**src/hw/smbcs_pkg.sv**
```systemverilog
// SMBus control/status flag package: SFR location, bit positions, event carriers.
// Assumes a byte-wide SFR port with bit addressing, and a bus engine on the same clock.
package smbcs_pkg;
  // ==========================================================================
  // SFR location
  localparam logic [7:0] SMBCS_SFR_ADDR  = 8'hC0;   // Control/status register
  localparam logic [7:0] SMBCS_SFR_PAGE  = 8'h00;   // Page holding it
  localparam logic [7:0] SMBCS_RST_VAL   = 8'h00;   // All flags clear
  // ==========================================================================
  // Bit positions
  localparam int SMBCS_B_MASTER = 7;
  localparam int SMBCS_B_TXIND  = 6;
  localparam int SMBCS_B_BEGIN  = 5;
  localparam int SMBCS_B_HALT   = 4;
  localparam int SMBCS_B_ACKREQ = 3;
  localparam int SMBCS_B_ARBL   = 2;
  localparam int SMBCS_B_ACK    = 1;
  localparam int SMBCS_B_EVENT  = 0;
  // ==========================================================================
  // Bus engine reports (one-cycle pulses except the levels noted)
  typedef struct packed {
    logic start_gen;      // START or repeated START generated
    logic stop_gen;       // Pending STOP generated
    logic start_det;      // START seen on the bus
    logic rep_start_det;  // Repeated START seen while a transfer runs
    logic addr_rcvd;      // START plus address byte received
    logic stop_det;       // STOP seen on the bus
    logic byte_sent;      // Byte sent and acknowledge received
    logic byte_rcvd;      // Byte received
    logic ack_done;       // Acknowledge cycle finished
    logic ack_in;         // Sampled acknowledge level, valid with byte_sent
    logic frame_begin;    // A byte frame is about to start
    logic data_wr;        // Data register written by software
    logic slave_addr;     // Level: addressed as a slave
  } smbcs_evt_type;
  typedef struct packed {
    logic gen_stop_rs;    // Level: generating STOP or repeated START
    logic send_one;       // Level: driving a one on data
    logic ack_bit;        // Level: current bit is an acknowledge bit
    logic lost_stop;      // Pulse: arbitration lost to a detected STOP
  } smbcs_arb_type;
endpackage

```
**src/hw/smbcs_flags.sv**
```systemverilog
// SMBus control/status flags with SFR access, bus stall and engine requests.
// Assumes the SFR port and bus engine share clk_i; the clock and data pins
// arrive asynchronously and are synchronised here.
//
// Contract
// RL1: The role indicator is set by a generated START and cleared by a generated STOP or lost arbitration.
// RL2: The transmitter indicator sets on generated START or a data write before a frame, and clears on detected START, lost arbitration or no data write before a frame.
// RL3: Writing one to the begin flag requests a START, or a repeated START when already controller.
// RL4: The begin flag is set when a START plus address byte is received and only software clears it.
// RL5: Writing one to the halt flag as controller requests a STOP after the next acknowledge, and hardware clears it once that STOP is generated.
// RL6: The halt flag is set by a STOP detected while addressed as slave or by arbitration lost to a STOP.
// RL7: The acknowledge request flag sets after a received byte and clears after every acknowledge cycle.
// RL8: Arbitration is lost on an unwanted repeated START, on low clock while making STOP or repeated START, or on low data while sending one outside acknowledge bits.
// RL9: The arbitration lost flag clears whenever software clears the bus event flag; here a new loss in the same cycle keeps it set.
// RL10: The response bit reads one for an incoming low acknowledge, and a written one sends ACK while zero sends NACK.
// RL11: The bus event flag is set by START generated, arbitration lost, byte sent, byte received, address received or STOP received.
// RL12: While the bus event flag is set the clock line is held low, and only software clears the flag.
// RL13: Writing zero to the bus event flag clears it and launches the next event; writing one forces it.
// RL14: The register sits at address 0xC0 on page 0x00 and its flags are bit addressable.
// RL15: When software has not written the response bit since a received byte, a NACK is sent.
// RL16: Hardware never clears the begin flag after the requested START.
// RL17: Writes to the read-only indicator bits have no effect.
`timescale 1ns/10ps
`default_nettype none
module smbcs_flags
  import smbcs_pkg::*;
(
  input  wire logic          clk_i,         // System clock, 200 MHz
  input  wire logic          sys_rst_i,     // Asynchronous reset, active high
  input  wire logic [7:0]    sfr_addr_i,    // Byte SFR address
  input  wire logic [7:0]    sfr_page_i,    // Current SFR page
  input  wire logic          sfr_wr_i,      // Byte write strobe
  input  wire logic          sfr_rd_i,      // Byte read strobe
  input  wire logic [7:0]    sfr_wdata_i,   // Byte write data
  input  wire logic [7:0]    sfr_bit_addr_i, // Bit address
  input  wire logic          sfr_bit_wr_i,  // Bit write strobe
  input  wire logic          sfr_bit_rd_i,  // Bit read strobe
  input  wire logic          sfr_bit_val_i, // Bit write value
  input  var  smbcs_evt_type evt_i,         // Bus engine reports
  input  var  smbcs_arb_type arb_i,         // Arbitration context
  input  wire logic          scl_pin_i,     // Clock pin level, asynchronous
  input  wire logic          sda_pin_i,     // Data pin level, asynchronous
  output logic [7:0]         sfr_rdata_o,   // Read data, registered
  output logic [7:0]         ctrl_status_o, // Live register image
  output logic               start_req_o,   // START request to engine
  output logic               stop_req_o,    // STOP request to engine
  output logic               ack_out_o,     // Outgoing acknowledge, 1 = ACK
  output logic               next_event_o,  // Pulse: launch next engine step
  output logic               scl_hold_oen_o // Low = drive clock low (stall)
);
  // ==========================================================================
  // Address decode
  function automatic logic byte_hit(input logic [7:0] a, input logic [7:0] p);
    byte_hit = (a == SMBCS_SFR_ADDR) && (p == SMBCS_SFR_PAGE);
  endfunction
  function automatic logic bit_hit(input logic [7:0] a, input logic [7:0] p);
    bit_hit = (a[7:3] == SMBCS_SFR_ADDR[7:3]) && (p == SMBCS_SFR_PAGE);
  endfunction

  logic [7:0] wr_en;      // Per-bit software write enables
  logic [7:0] wr_val;     // Per-bit software write values
  logic       wr_byte;
  logic       wr_bit;

  // Byte writes and bit writes merged into per-bit enables
  always_comb begin
    wr_byte = sfr_wr_i && byte_hit(sfr_addr_i, sfr_page_i);                    // RL14
    wr_bit  = sfr_bit_wr_i && bit_hit(sfr_bit_addr_i, sfr_page_i);             // RL14
    wr_en   = 8'h00;
    wr_val  = sfr_wdata_i;
    if (wr_byte) begin
      wr_en = 8'hFF;
    end else if (wr_bit) begin
      wr_en[sfr_bit_addr_i[2:0]]  = 1'b1;
      wr_val[sfr_bit_addr_i[2:0]] = sfr_bit_val_i;
    end
  end

  // ==========================================================================
  // Pin synchronisers
  logic [1:0] scl_sync_r;
  logic [1:0] sda_sync_r;

  // Two stages; only stage 2 is read by logic
  always_ff @(posedge clk_i or posedge sys_rst_i) begin
    if (sys_rst_i) begin
      scl_sync_r <= 2'h3;
      sda_sync_r <= 2'h3;
    end else begin
      scl_sync_r <= {scl_sync_r[0], scl_pin_i};
      sda_sync_r <= {sda_sync_r[0], sda_pin_i};
    end
  end

  // ==========================================================================
  // Flags
  logic master_r, tx_ind_r, begin_r, halt_r, ackreq_r, arbl_r, ack_r, event_r;
  logic data_pend_r;  // Data register written since the last frame began
  logic ack_wr_r;     // Response bit written since the last received byte
  logic arb_lost;
  logic ev_clr;
  logic ev_set;

  // Arbitration loss sources
  always_comb begin
    arb_lost = (evt_i.rep_start_det && master_r && !begin_r)                   // RL8
             || (arb_i.gen_stop_rs && !scl_sync_r[1])                          // RL8
             || (arb_i.send_one && !arb_i.ack_bit && !sda_sync_r[1])           // RL8
             || arb_i.lost_stop;
    ev_clr   = wr_en[SMBCS_B_EVENT] && !wr_val[SMBCS_B_EVENT];                 // RL13
    ev_set   = evt_i.start_gen || arb_lost || evt_i.byte_sent                  // RL11
             || evt_i.byte_rcvd || evt_i.addr_rcvd || evt_i.stop_det;
  end

  // Role indicator; software writes ignored
  always_ff @(posedge clk_i or posedge sys_rst_i) begin
    if (sys_rst_i) begin
      master_r <= 1'b0;
    end else if (evt_i.start_gen) begin
      master_r <= 1'b1;                                                        // RL1
    end else if (evt_i.stop_gen || arb_lost) begin
      master_r <= 1'b0;                                                        // RL1 RL17
    end
  end

  // Transmitter indicator and pending data write
  always_ff @(posedge clk_i or posedge sys_rst_i) begin
    if (sys_rst_i) begin
      tx_ind_r    <= 1'b0;
      data_pend_r <= 1'b0;
    end else begin
      if (evt_i.start_gen) begin
        tx_ind_r <= 1'b1;                                                      // RL2
      end else if (evt_i.start_det || arb_lost) begin
        tx_ind_r <= 1'b0;                                                      // RL2
      end else if (evt_i.frame_begin) begin
        tx_ind_r <= data_pend_r || evt_i.data_wr;                              // RL2 RL17
      end
      if (evt_i.data_wr) begin
        data_pend_r <= 1'b1;
      end else if (evt_i.frame_begin) begin
        data_pend_r <= 1'b0;
      end
    end
  end

  // Begin-condition flag and START request
  always_ff @(posedge clk_i or posedge sys_rst_i) begin
    if (sys_rst_i) begin
      begin_r     <= 1'b0;
      start_req_o <= 1'b0;
    end else begin
      if (evt_i.addr_rcvd) begin
        begin_r <= 1'b1;                                                       // RL4
      end else if (wr_en[SMBCS_B_BEGIN]) begin
        begin_r <= wr_val[SMBCS_B_BEGIN];                                      // RL4 RL16
      end
      if (wr_en[SMBCS_B_BEGIN] && wr_val[SMBCS_B_BEGIN]) begin
        start_req_o <= 1'b1;                                                   // RL3
      end else if (evt_i.start_gen || (wr_en[SMBCS_B_BEGIN] && !wr_val[SMBCS_B_BEGIN])) begin
        start_req_o <= 1'b0;
      end
    end
  end

  // Halt-condition flag; it doubles as the STOP request
  always_ff @(posedge clk_i or posedge sys_rst_i) begin
    if (sys_rst_i) begin
      halt_r <= 1'b0;
    end else if ((evt_i.stop_det && evt_i.slave_addr && !master_r) || arb_i.lost_stop) begin
      halt_r <= 1'b1;                                                          // RL6
    end else if (wr_en[SMBCS_B_HALT] && wr_val[SMBCS_B_HALT] && master_r) begin
      halt_r <= 1'b1;                                                          // RL5
    end else if (evt_i.stop_gen) begin
      halt_r <= 1'b0;                                                          // RL5
    end else if (wr_en[SMBCS_B_HALT] && !wr_val[SMBCS_B_HALT]) begin
      halt_r <= 1'b0;
    end
  end

  // Acknowledge request flag
  always_ff @(posedge clk_i or posedge sys_rst_i) begin
    if (sys_rst_i) begin
      ackreq_r <= 1'b0;
    end else if (evt_i.byte_rcvd || evt_i.addr_rcvd) begin
      ackreq_r <= 1'b1;                                                        // RL7
    end else if (evt_i.ack_done) begin
      ackreq_r <= 1'b0;                                                        // RL7 RL17
    end
  end

  // Arbitration lost flag; a new loss wins over the clear
  always_ff @(posedge clk_i or posedge sys_rst_i) begin
    if (sys_rst_i) begin
      arbl_r <= 1'b0;
    end else if (arb_lost) begin
      arbl_r <= 1'b1;                                                          // RL8
    end else if (ev_clr) begin
      arbl_r <= 1'b0;                                                          // RL9 RL17
    end
  end

  // Response bit and its written marker
  always_ff @(posedge clk_i or posedge sys_rst_i) begin
    if (sys_rst_i) begin
      ack_r    <= 1'b0;
      ack_wr_r <= 1'b0;
    end else begin
      if (wr_en[SMBCS_B_ACK]) begin
        ack_r <= wr_val[SMBCS_B_ACK];                                          // RL10
      end else if (evt_i.byte_sent) begin
        ack_r <= !evt_i.ack_in;                                                // RL10
      end
      if (wr_en[SMBCS_B_ACK]) begin
        ack_wr_r <= 1'b1;
      end else if (evt_i.byte_rcvd || evt_i.addr_rcvd) begin
        ack_wr_r <= 1'b0;                                                      // RL15
      end
    end
  end

  // Bus event flag; hardware set wins over software clear
  always_ff @(posedge clk_i or posedge sys_rst_i) begin
    if (sys_rst_i) begin
      event_r <= 1'b0;
    end else if (ev_set || (wr_en[SMBCS_B_EVENT] && wr_val[SMBCS_B_EVENT])) begin
      event_r <= 1'b1;                                                         // RL11 RL13
    end else if (ev_clr) begin
      event_r <= 1'b0;                                                         // RL12
    end
  end

  // ==========================================================================
  // Outputs to engine, pins and SFR port
  always_ff @(posedge clk_i or posedge sys_rst_i) begin
    if (sys_rst_i) begin
      next_event_o   <= 1'b0;
      scl_hold_oen_o <= 1'b1;
      ack_out_o      <= 1'b0;
    end else begin
      next_event_o   <= ev_clr && !ev_set;                                     // RL13
      scl_hold_oen_o <= !(event_r || ev_set);                                  // RL12
      ack_out_o      <= ack_r && ack_wr_r;                                     // RL10 RL15
    end
  end

  always_comb begin
    ctrl_status_o = {master_r, tx_ind_r, begin_r, halt_r, ackreq_r, arbl_r, ack_r, event_r};
    stop_req_o    = halt_r;
  end

  // Read port
  always_ff @(posedge clk_i or posedge sys_rst_i) begin
    if (sys_rst_i) begin
      sfr_rdata_o <= SMBCS_RST_VAL;
    end else if (sfr_rd_i && byte_hit(sfr_addr_i, sfr_page_i)) begin
      sfr_rdata_o <= ctrl_status_o;                                            // RL14
    end else if (sfr_bit_rd_i && bit_hit(sfr_bit_addr_i, sfr_page_i)) begin
      sfr_rdata_o <= {7'h00, ctrl_status_o[sfr_bit_addr_i[2:0]]};              // RL14
    end else begin
      sfr_rdata_o <= 8'h00;
    end
  end

  // ==========================================================================
  // Checks
  a_role_set: assert property (@(posedge clk_i) disable iff (sys_rst_i) // RL1
    evt_i.start_gen |=> master_r) else $error("role not set by START");
  a_role_clr: assert property (@(posedge clk_i) disable iff (sys_rst_i) // RL1
    (!evt_i.start_gen && (evt_i.stop_gen || arb_lost)) |=> !master_r) else $error("role kept");
  a_tx_clr: assert property (@(posedge clk_i) disable iff (sys_rst_i) // RL2
    (!evt_i.start_gen && evt_i.start_det) |=> !tx_ind_r) else $error("tx kept");
  a_begin_sticky: assert property (@(posedge clk_i) disable iff (sys_rst_i) // RL16
    (begin_r && !wr_en[SMBCS_B_BEGIN]) |=> begin_r) else $error("begin cleared by hw");
  a_halt_done: assert property (@(posedge clk_i) disable iff (sys_rst_i) // RL5
    (evt_i.stop_gen && !arb_i.lost_stop && !wr_en[SMBCS_B_HALT] && !evt_i.stop_det) |=> !stop_req_o)
    else $error("halt kept after STOP");
  a_acknowledge_request_flag_seq: assert property (@(posedge clk_i) disable iff (sys_rst_i) // RL7
    evt_i.byte_rcvd |=> ackreq_r) else $error("ack request missing");
  a_arbl_clear: assert property (@(posedge clk_i) disable iff (sys_rst_i) // RL9
    (ev_clr && !arb_lost) |=> !arbl_r) else $error("arb lost kept");
  a_ack_read: assert property (@(posedge clk_i) disable iff (sys_rst_i) // RL10
    (evt_i.byte_sent && !wr_en[SMBCS_B_ACK]) |=> (ack_r == !$past(evt_i.ack_in))) else $error("ack bit wrong");
  a_nack_default: assert property (@(posedge clk_i) disable iff (sys_rst_i) // RL15
    (evt_i.byte_rcvd && !wr_en[SMBCS_B_ACK]) |=> ##1 !ack_out_o) else $error("ACK without write");
  a_stall_scl: assert property (@(posedge clk_i) disable iff (sys_rst_i) // RL12
    event_r |=> !scl_hold_oen_o) else $error("clock released while stalled");
  a_event_hold: assert property (@(posedge clk_i) disable iff (sys_rst_i) // RL12
    (event_r && !wr_en[SMBCS_B_EVENT]) |=> event_r) else $error("event cleared by hw");
  a_launch: assert property (@(posedge clk_i) disable iff (sys_rst_i) // RL13
    (ev_clr && !ev_set) |=> (next_event_o && !event_r)) else $error("no launch");
  c_start_gen: cover property (@(posedge clk_i) disable iff (sys_rst_i) evt_i.start_gen ##1 master_r);
  c_arb_lost: cover property (@(posedge clk_i) disable iff (sys_rst_i) arb_lost ##1 arbl_r);
  c_rx_ack: cover property (@(posedge clk_i) disable iff (sys_rst_i) ackreq_r ##1 ev_clr ##1 ack_out_o);
endmodule // smbcs_flags
`default_nettype wire

```
**config.mk**
```make
export PLATFORM = sky130hd
export DESIGN_NAME = smbcs_flags
export DESIGN_NICKNAME = d
export VERILOG_FILES = /design/src/hw/smbcs_pkg.sv /design/src/hw/smbcs_flags.sv
export SDC_FILE = /design/constraint.sdc
export NUM_CORES = 1
export LEC_CHECK = 0
export BUFFER_PORTS_ARGS = -buffer_cell sky130_fd_sc_hd__buf_4
export CORE_AREA = 5 5 57 84
export CTS_CLUSTER_SIZE = 8
export DETAILED_ROUTE_END_ITERATION = 16
export DIE_AREA = 0 0 62 89
export PLACE_DENSITY = 0.66
export SLEW_MARGIN = 20
export SYNTH_ARGS = -nofsm -noshare
export SYNTH_HDL_FRONTEND = slang
export SYNTH_SLANG_ARGS = --single-unit
export TNS_END_PERCENT = 50
```
**constraint.sdc**
```tcl
create_clock -name clk_i -period 1.7 [get_ports clk_i]
set_clock_uncertainty 0.05 [all_clocks]
set_input_delay 0.17 -clock clk_i [delete_from_list [all_inputs] [get_ports clk_i]]
set_output_delay 0.17 -clock clk_i [all_outputs]
set_load 0.01 [all_outputs]
```
==> impl_summary.txt, run 1 <==
----------------------------------------------------
[Status]
  Result of the run ... completed

[STA]
  Post-layout minimum cycle time ... 1.55 ns
  Hold Vio Cnt, Final ... 0
  Worst Hold Margin ... 0.0281 ns
  Unrepaired setup endpoints after global routing ... no
  Min setup slack post-route ... 0.146 ns
  Max frequency ... 644 MHz
  Relative slew margins ... 74.2%
  Crit share post-route ... 91.4%
  Slew Limit Fails ... 0
  Total of endpoints with negative setup slack in the final report ... 0
  Slew at the pin with the worst max-slew slack ... 0.387 ns

[Yosys]
  Multiplexer share of the synthesized area ... 4.37%
  Area share of the largest cell type after synthesis ... 40.8%
  Post-Synthesis Net Count ... 179
  Sequential fraction of the synthesis area ... 51.0%
  Synth Warn # ... 0
  Top_reg_cell synth ... dfrtp_1
  Cell type with the highest aggregate area in the netlist ... dfrtp_1
  Leading post-synthesis cells by cell area ... dfrtp_1, dfstp_2, buf_4, and2_1, mux4_2
  XOR/XNOR share of the synthesized area ... 0%
  Post-Synthesis Mean Instance Area ... 10.7 um2
  Register bit count reported by yosys ... 26
  Synth Area in Adders ... 0%
  Share of synthesized registers carrying an async set or reset ... 100%
  Complex-gate fraction of the synthesized area ... 11.7%
  EDFF count, synth ... 0
  Count of cell types in the netlist ... 37
  Simple-gate area share of the yosys netlist ... 25.6%
  Number of instances in the synthesized netlist ... 121
  Combinational family with the most area after synthesis ... simple AND/OR/NAND/NOR gates
  Netlist Area Pre-Place ... 0.00129 mm2

[Final layout]
  Leading cell types in the layout, fill and taps excluded ... buf_4, dfrtp_1, nor2_1
  Core utilization of the finished layout ... 50.6%
  Largest register FFs ... 8
  Fin nets ... 260
  Post-route cell area ... 0.00199 mm2
  Post-Layout Cell Count ... 246
  Share of post-route cells with drive strength above 1 ... 52.7%
  Fill cell instance count of the final layout ... 395
  Area of the multi-input gates ... 543 um2
  FF/Latch Area ... 657 um2
  Register ranked first by flip-flop count ... sfr_rdata_o
  Biggest regs ... sfr_rdata_o: 8 flops, scl_sync_r: 2 flops, sda_sync_r: 2 flops
  Antenna diodes ... 0
  Commonest non-fill, non-tap cell in the layout ... buf_4
  Synth-to-layout area growth ... 54.2%

[Floorplan]
  # IOs ... 79
  Number of cell rows ... 28
  Die H ... 89 um
  Die X ... 62 um
  Area of the die ... 0.00552 mm2
  Starting density of the core ... 32.8%
  Area of the core region ... 0.00392 mm2

[Drt]
  Highest routed metal layer ... met4
  Number of iterations in the first detailed-routing pass ... 4
  Per-cell routed wire length ... 15.2 um
  Total met3 wirelength after detailed routing ... 205 um
  Amount of wire on met2 after detailed routing ... 2300 um
  DRC errors left ... 0
  Final wirelength ... 3740 um
  Remaining antenna violation count after routing ... 0
  Violation count after the first detailed-route iteration ... 8
  Total number of vias ... 1198
  Ratio of routed vias to standard cells ... 4.87
  Wire length on met1 ... 1200 um

[Pwr]
  Power per cell area ... 628 mW/mm2
  Maximum vdd drop ... 0.000499 V
  Leak Pwr ... 0.991 nW

[Global route]
  Antenna violations before repair ... 0
  Pin count of the biggest net entering global routing ... 27
  Vias in the first global route ... 1315
  Overall overflow remaining after global route ... 0
  Wire length of the first global-routing pass ... 5790 um
  Global-route usage over all layers ... 13.9%

[Critical path]
  CP endpoint kind ... flop
  Worst setup path category ... reg2reg
  Flop-to-flop setup slack ... 0.15 ns
  Critical-path maximum fanout ... 5
  Number of cells traversed by the worst register-to-register path ... 4
  CP cell instances ... mux4_2 > mux2_2 > nand4_1 > o21ai_0
  Critical path's largest stage delay ... 0.51 ns
  Data arrival time of the critical path ... 1.65 ns
  Required time worst endpoint ... 1.79 ns
  Worst-path cell with the longest stage delay ... mux4_2
  Critical Path Start Type ... flop

[Clock network]
  Maximum count of clock buffers along a single path ... 2
  Clock network latency to the later pin of the worst-skew pair ... 0.26 ns
  Total CTS buffers ... 3
  H-tree depth reported by CTS ... 1
  Clk sink count ... 26
  Clock-pin slew reported for the worst setup and hold paths after clock tree synthesis ... 0.08 ns
  Clock root buffer ... clkbuf_8
  Clock tree from TritonCTS ... yes

[Placed design]
  Number of port buffers ... 74
  Count of placed standard cells including taps ... 239
  Final weighted congestion of routability-driven global placement ... 0.826
  Placed inst area ... 0.00190 mm2
  Worst setup timing slack at the placement stage ... -0.117 ns
  Post-DP HPWL ... 3200 um

[Flow run]
  Number of violations of the max-capacitance limit ... 0

[Hold path]
  Min-Delay Path Class ... in2reg
  Worst hold path depth ... 2

----------------------------------------------------
[through the flow]
| stage | setup TNS [ns] | power, mW |
|---|---|---|
| detailed placement | -0.720 | 0.869 |
| CTS | 0 | 1.27 |
| global placement | -0.552 | 0.862 |
| global route | 0 | 1.31 |
| floorplan | 0 | 0.731 |
| finish | 0 | 1.25 |
[report_power, final]
group          internal [mW]  switching (mW)  total [mW]
clock                  0.206           0.178       0.384
combinational          0.132          0.0831       0.215
sequential             0.637          0.0110       0.648
[cell type report]
| cell class | count | share of cell area (%) |
|---|---|---|
| sequential | 26 | 33.1 |
| timing repair buffer | 85 | 32.5 |
| multi-input combinational | 78 | 27.3 |
| tap | 45 | 2.83 |
| clock buffer | 4 | 2.77 |
| inverter | 8 | 1.51 |
[repair_timing]
action                                 in CTS  in global routing
gates resized for setup                     1                  0
setup endpoints to repair                   1                  0
endpoints found under the hold margin      23                  0
hold buffers                                3                  0
setup buffers                               0                  0
[worst max-delay path: cells and delay by family (launching register included)]
kind             cells  cell delay (ns)
AO/OA/AOI/OAI        1             0.07
flip-flops           1             0.45
multiplexers         2             0.78
AND/OR/NAND/NOR      1             0.08
[worst paths after layout]
check	startpoint	to
max in group asynchronous	sys_rst_i	scl_hold_oen_o$_DFF_PP1_
worst max-delay path	begin_r$_DFFE_PP0P_	sfr_rdata_o[0]$_DFF_PP0_
worst min-delay path	evt_i[4]	ackreq_r$_DFFE_PP0P_
min in group asynchronous	sys_rst_i	ack_out_o$_DFF_PP0_
worst min register to register	scl_sync_r[0]$_DFF_PP1_	scl_sync_r[1]$_DFF_PP1_
worst max register to register	begin_r$_DFFE_PP0P_	sfr_rdata_o[0]$_DFF_PP0_
[synthesized netlist by cell type, types with 2 or more instances]
master / number
or4_4: 2
mux4_2: 2
a21oi_1: 3
inv_1: 8
dfstp_2: 5
dfrtp_1: 21
and3_1: 2
a21o_1: 2
and2_1: 9
a31oi_1: 2
nor3_1: 2
buf_4: 8
o21ai_1: 3
nand2_1: 10
nor4_4: 2
and3_2: 3
nor2_1: 12
a211oi_1: 3
o21ai_0: 4
[cells by family (layout without fill, tap and decap cells)]
group	Yosys count	in the layout
DFF	26	26
buffers and inverters	17	97
and+or+nand+nor	52	52
muxes	3	3
AOI/OAI and AO/OA	23	23
[per-layer routing]
layer / track usage, % / vias up
met2: 27.0 / 30
met1: 14.0 / 590
met5: 0 / -
met4: 4.44 / 0
li1: - / 574
met3: 2.75 / 4
(Power assumes the default switching activity.)
==> run 2, diff against run 1 <==
--- a/config.mk
+++ b/config.mk
@@ -6,11 +6,11 @@
 export NUM_CORES = 1
 export LEC_CHECK = 0
 export BUFFER_PORTS_ARGS = -buffer_cell sky130_fd_sc_hd__buf_4
-export CORE_AREA = 5 5 57 84
+export CORE_AREA = 5 5 54 80
 export CTS_CLUSTER_SIZE = 8
 export DETAILED_ROUTE_END_ITERATION = 16
-export DIE_AREA = 0 0 62 89
-export PLACE_DENSITY = 0.66
+export DIE_AREA = 0 0 59 85
+export PLACE_DENSITY = 0.72
 export SLEW_MARGIN = 20
 export SYNTH_ARGS = -nofsm -noshare
 export SYNTH_HDL_FRONTEND = slang
==> impl_summary.txt, run 2 (same netlist as run 1, synthesis figures left out) <==
----------------------------------------------------
[Floorplan]
  Area of the die ... 0.00502 mm2 (was 0.00552 mm2)
  Area of the core region ... 0.00358 mm2 (was 0.00392 mm2)
  Die X ... 59 um (was 62 um)
  Number of cell rows ... 27 (was 28)
  Die H ... 85 um (was 89 um)
  # IOs ... 79 (unchanged)
  Starting density of the core ... 36.0% (was 32.8%)

[Pwr]
  Maximum vdd drop ... 0.000601 V (was 0.000499 V)
  Leak Pwr ... 0.984 nW (was 0.991 nW)
  Power per cell area ... 632 mW/mm2 (was 628 mW/mm2)
  Total power after layout ... 1.25 mW (about the same)

[Critical path]
  CP endpoint kind ... flop (unchanged)
  Critical Path Start Type ... input pin (was flop)
  Critical-path maximum fanout ... 3 (was 5)
  Worst setup path category ... in2reg (was reg2reg)
  Data arrival time of the critical path ... 1.72 ns (was 1.65 ns)
  Required time worst endpoint ... 1.80 ns (was 1.79 ns)

[Drt]
  Remaining antenna violation count after routing ... 0 (unchanged)
  Total number of vias ... 1199 (was 1198)
  DRC errors left ... 0 (unchanged)
  Violation count after the first detailed-route iteration ... 17 (was 8)
  Final wirelength ... 3690 um (was 3740 um)
  Ratio of routed vias to standard cells ... 4.93 (was 4.87)
  Per-cell routed wire length ... 15.2 um (about the same)
  Number of iterations in the first detailed-routing pass ... 4 (unchanged)

[STA]
  Total of endpoints with negative setup slack in the final report ... 0 (unchanged)
  Slew at the pin with the worst max-slew slack ... 0.463 ns (was 0.387 ns)
  Slew Limit Fails ... 0 (unchanged)
  Post-layout minimum cycle time ... 1.61 ns (was 1.55 ns)
  Min setup slack post-route ... 0.0879 ns (was 0.146 ns)
  Unrepaired setup endpoints after global routing ... no (unchanged)
  Relative slew margins ... 69.1% (was 74.2%)
  Setup TNS ... 0 ns (unchanged)
  Crit share post-route ... 94.8% (was 91.4%)
  Hold Vio Cnt, Final ... 0 (unchanged)
  Max frequency ... 620 MHz (was 644 MHz)

[Clock network]
  Maximum count of clock buffers along a single path ... 2 (unchanged)
  Clock-pin slew reported for the worst setup and hold paths after clock tree synthesis ... 0.09 ns (was 0.08 ns)
  H-tree depth reported by CTS ... 1 (unchanged)
  Clock root buffer ... clkbuf_8 (unchanged)
  Clock network latency to the later pin of the worst-skew pair ... 0.27 ns (was 0.26 ns)
  Total CTS buffers ... 3 (unchanged)
  Clock tree from TritonCTS ... yes (unchanged)
  Clk sink count ... 26 (unchanged)

[Placed design]
  Number of port buffers ... 74 (unchanged)
  Count of placed standard cells including taps ... 236 (was 239)
  Worst setup timing slack at the placement stage ... -0.177 ns (was -0.117 ns)
  Placed inst area ... 0.00189 mm2 (was 0.00190 mm2)
  Final weighted congestion of routability-driven global placement ... 0.827 (was 0.826)
  Post-DP HPWL ... 3030 um (was 3200 um)

[Final layout]
  Largest register FFs ... 8 (unchanged)
  Post-route cell area ... 0.00197 mm2 (was 0.00199 mm2)
  Synth-to-layout area growth ... 53.0% (was 54.2%)
  Register ranked first by flip-flop count ... sfr_rdata_o (unchanged)
  Fin nets ... 259 (was 260)
  Leading cell types in the layout, fill and taps excluded ... buf_4, dfrtp_1, nor2_1 (unchanged)
  Area of the multi-input gates ... 538 um2 (was 543 um2)
  Antenna diodes ... 0 (unchanged)
  Share of post-route cells with drive strength above 1 ... 52.0% (was 52.7%)
  Post-Layout Cell Count ... 243 (was 246)
  Fill cell instance count of the final layout ... 352 (was 395)
  FF/Latch Area ... 657 um2 (unchanged)
  Biggest regs ... sfr_rdata_o: 8 flops, scl_sync_r: 2 flops, sda_sync_r: 2 flops (unchanged)
  Commonest non-fill, non-tap cell in the layout ... buf_4 (unchanged)

[Global route]
  Vias in the first global route ... 1306 (was 1315)
  Antenna violations before repair ... 0 (unchanged)
  Overall overflow remaining after global route ... 0 (unchanged)
  Wire length of the first global-routing pass ... 5700 um (was 5790 um)
  Global-route usage over all layers ... 14.8% (was 13.9%)
  Pin count of the biggest net entering global routing ... 27 (unchanged)

[Status]
  Result of the run ... completed (unchanged)

[Hold path]
  Min-Delay Path Class ... in2reg (unchanged)

[Flow run]
  Number of violations of the max-capacitance limit ... 0 (unchanged)

----------------------------------------------------
-- run 2: cell types whose count changed in the layout (fill, tap and decap cells not counted) --
cell and change:
a2111oi_2 -1, a2111oi_1 +1, buf_4 -1
-- run 2: path summary, 6_finish.rpt --
| path | from | endpoint | slack [ns] | depth (start not counted) |
|---|---|---|---|---|
| setup / recovery | sfr_bit_addr_i[4] | event_r$_DFFE_PP0P_ | 0.09 | 6 |
| min in group asynchronous | sys_rst_i | sfr_rdata_o[7]$_DFF_PP0_ | 0.46 | 4 |
| hold reg to reg | scl_sync_r[0]$_DFF_PP1_ | scl_sync_r[1]$_DFF_PP1_ | 0.31 | 0 |
| max in group asynchronous | sys_rst_i | sda_sync_r[1]$_DFF_PP1_ | 0.84 | 4 |
| hold / removal | evt_i[4] | ackreq_r$_DFFE_PP0P_ | 0.02 | 2 |
| setup reg to reg | scl_sync_r[1]$_DFF_PP1_ | scl_hold_oen_o$_DFF_PP1_ | 0.09 | 4 |
-- run 2: layout make-up --
class                      count  share of cell area [%]
clock buffer                   4                    2.79
inverter                       8                    1.52
multi-input combinational     78                    27.3
sequential                    26                    33.3
tap                           43                    2.73
timing repair buffer          84                    32.4
-- run 2: power breakdown --
part           switching, mW  leakage [nW]  internal [mW]  total [mW]
Sequential            0.0142         0.311          0.637       0.651
Combinational         0.0760         0.644          0.126       0.202
Clock                  0.187        0.0288          0.207       0.394
Total                  0.277         0.984          0.970        1.25
-- run 2: timing repair --
action / CTS / global route
hold buffers: 3 / 0
hold endpoints to repair: 23 / 0
gates resized for setup: 0 / 0
setup buffers: 0 / 0
setup endpoints to repair: 0 / 0
-- run 2: routing by layer --
metal | part of all wire, % | wire, um | track usage [%] | vias to the layer above
met5 | 0 | 0 | 0 | -
met4 | 1.4 | 52 | 6.19 | 0
met3 | 5.8 | 215 | 3.04 | 4
met2 | 58 | 2150 | 27.3 | 40
met1 | 34 | 1270 | 15.6 | 577
li1 | - | - | - | 578
-- run 2: metrics by stage --
| step | utilization [%] | hold slack, ns |
|---|---|---|
| global route | 55.1 | 0.0257 |
| global placement | 52.7 | 0.191 |
| detailed placement | 52.7 | 0.209 |
| floorplan | - | 0.124 |
| finish | 55.1 | 0.0210 |
| CTS | 55.1 | 0.0175 |
-- run 2: critical path: stages --
cell	delay [ns]
buf_4	0.10
or3_2	0.53
nor4_2	0.34
nand2_1	0.16
a211oi_1	0.32
o21ai_1	0.10
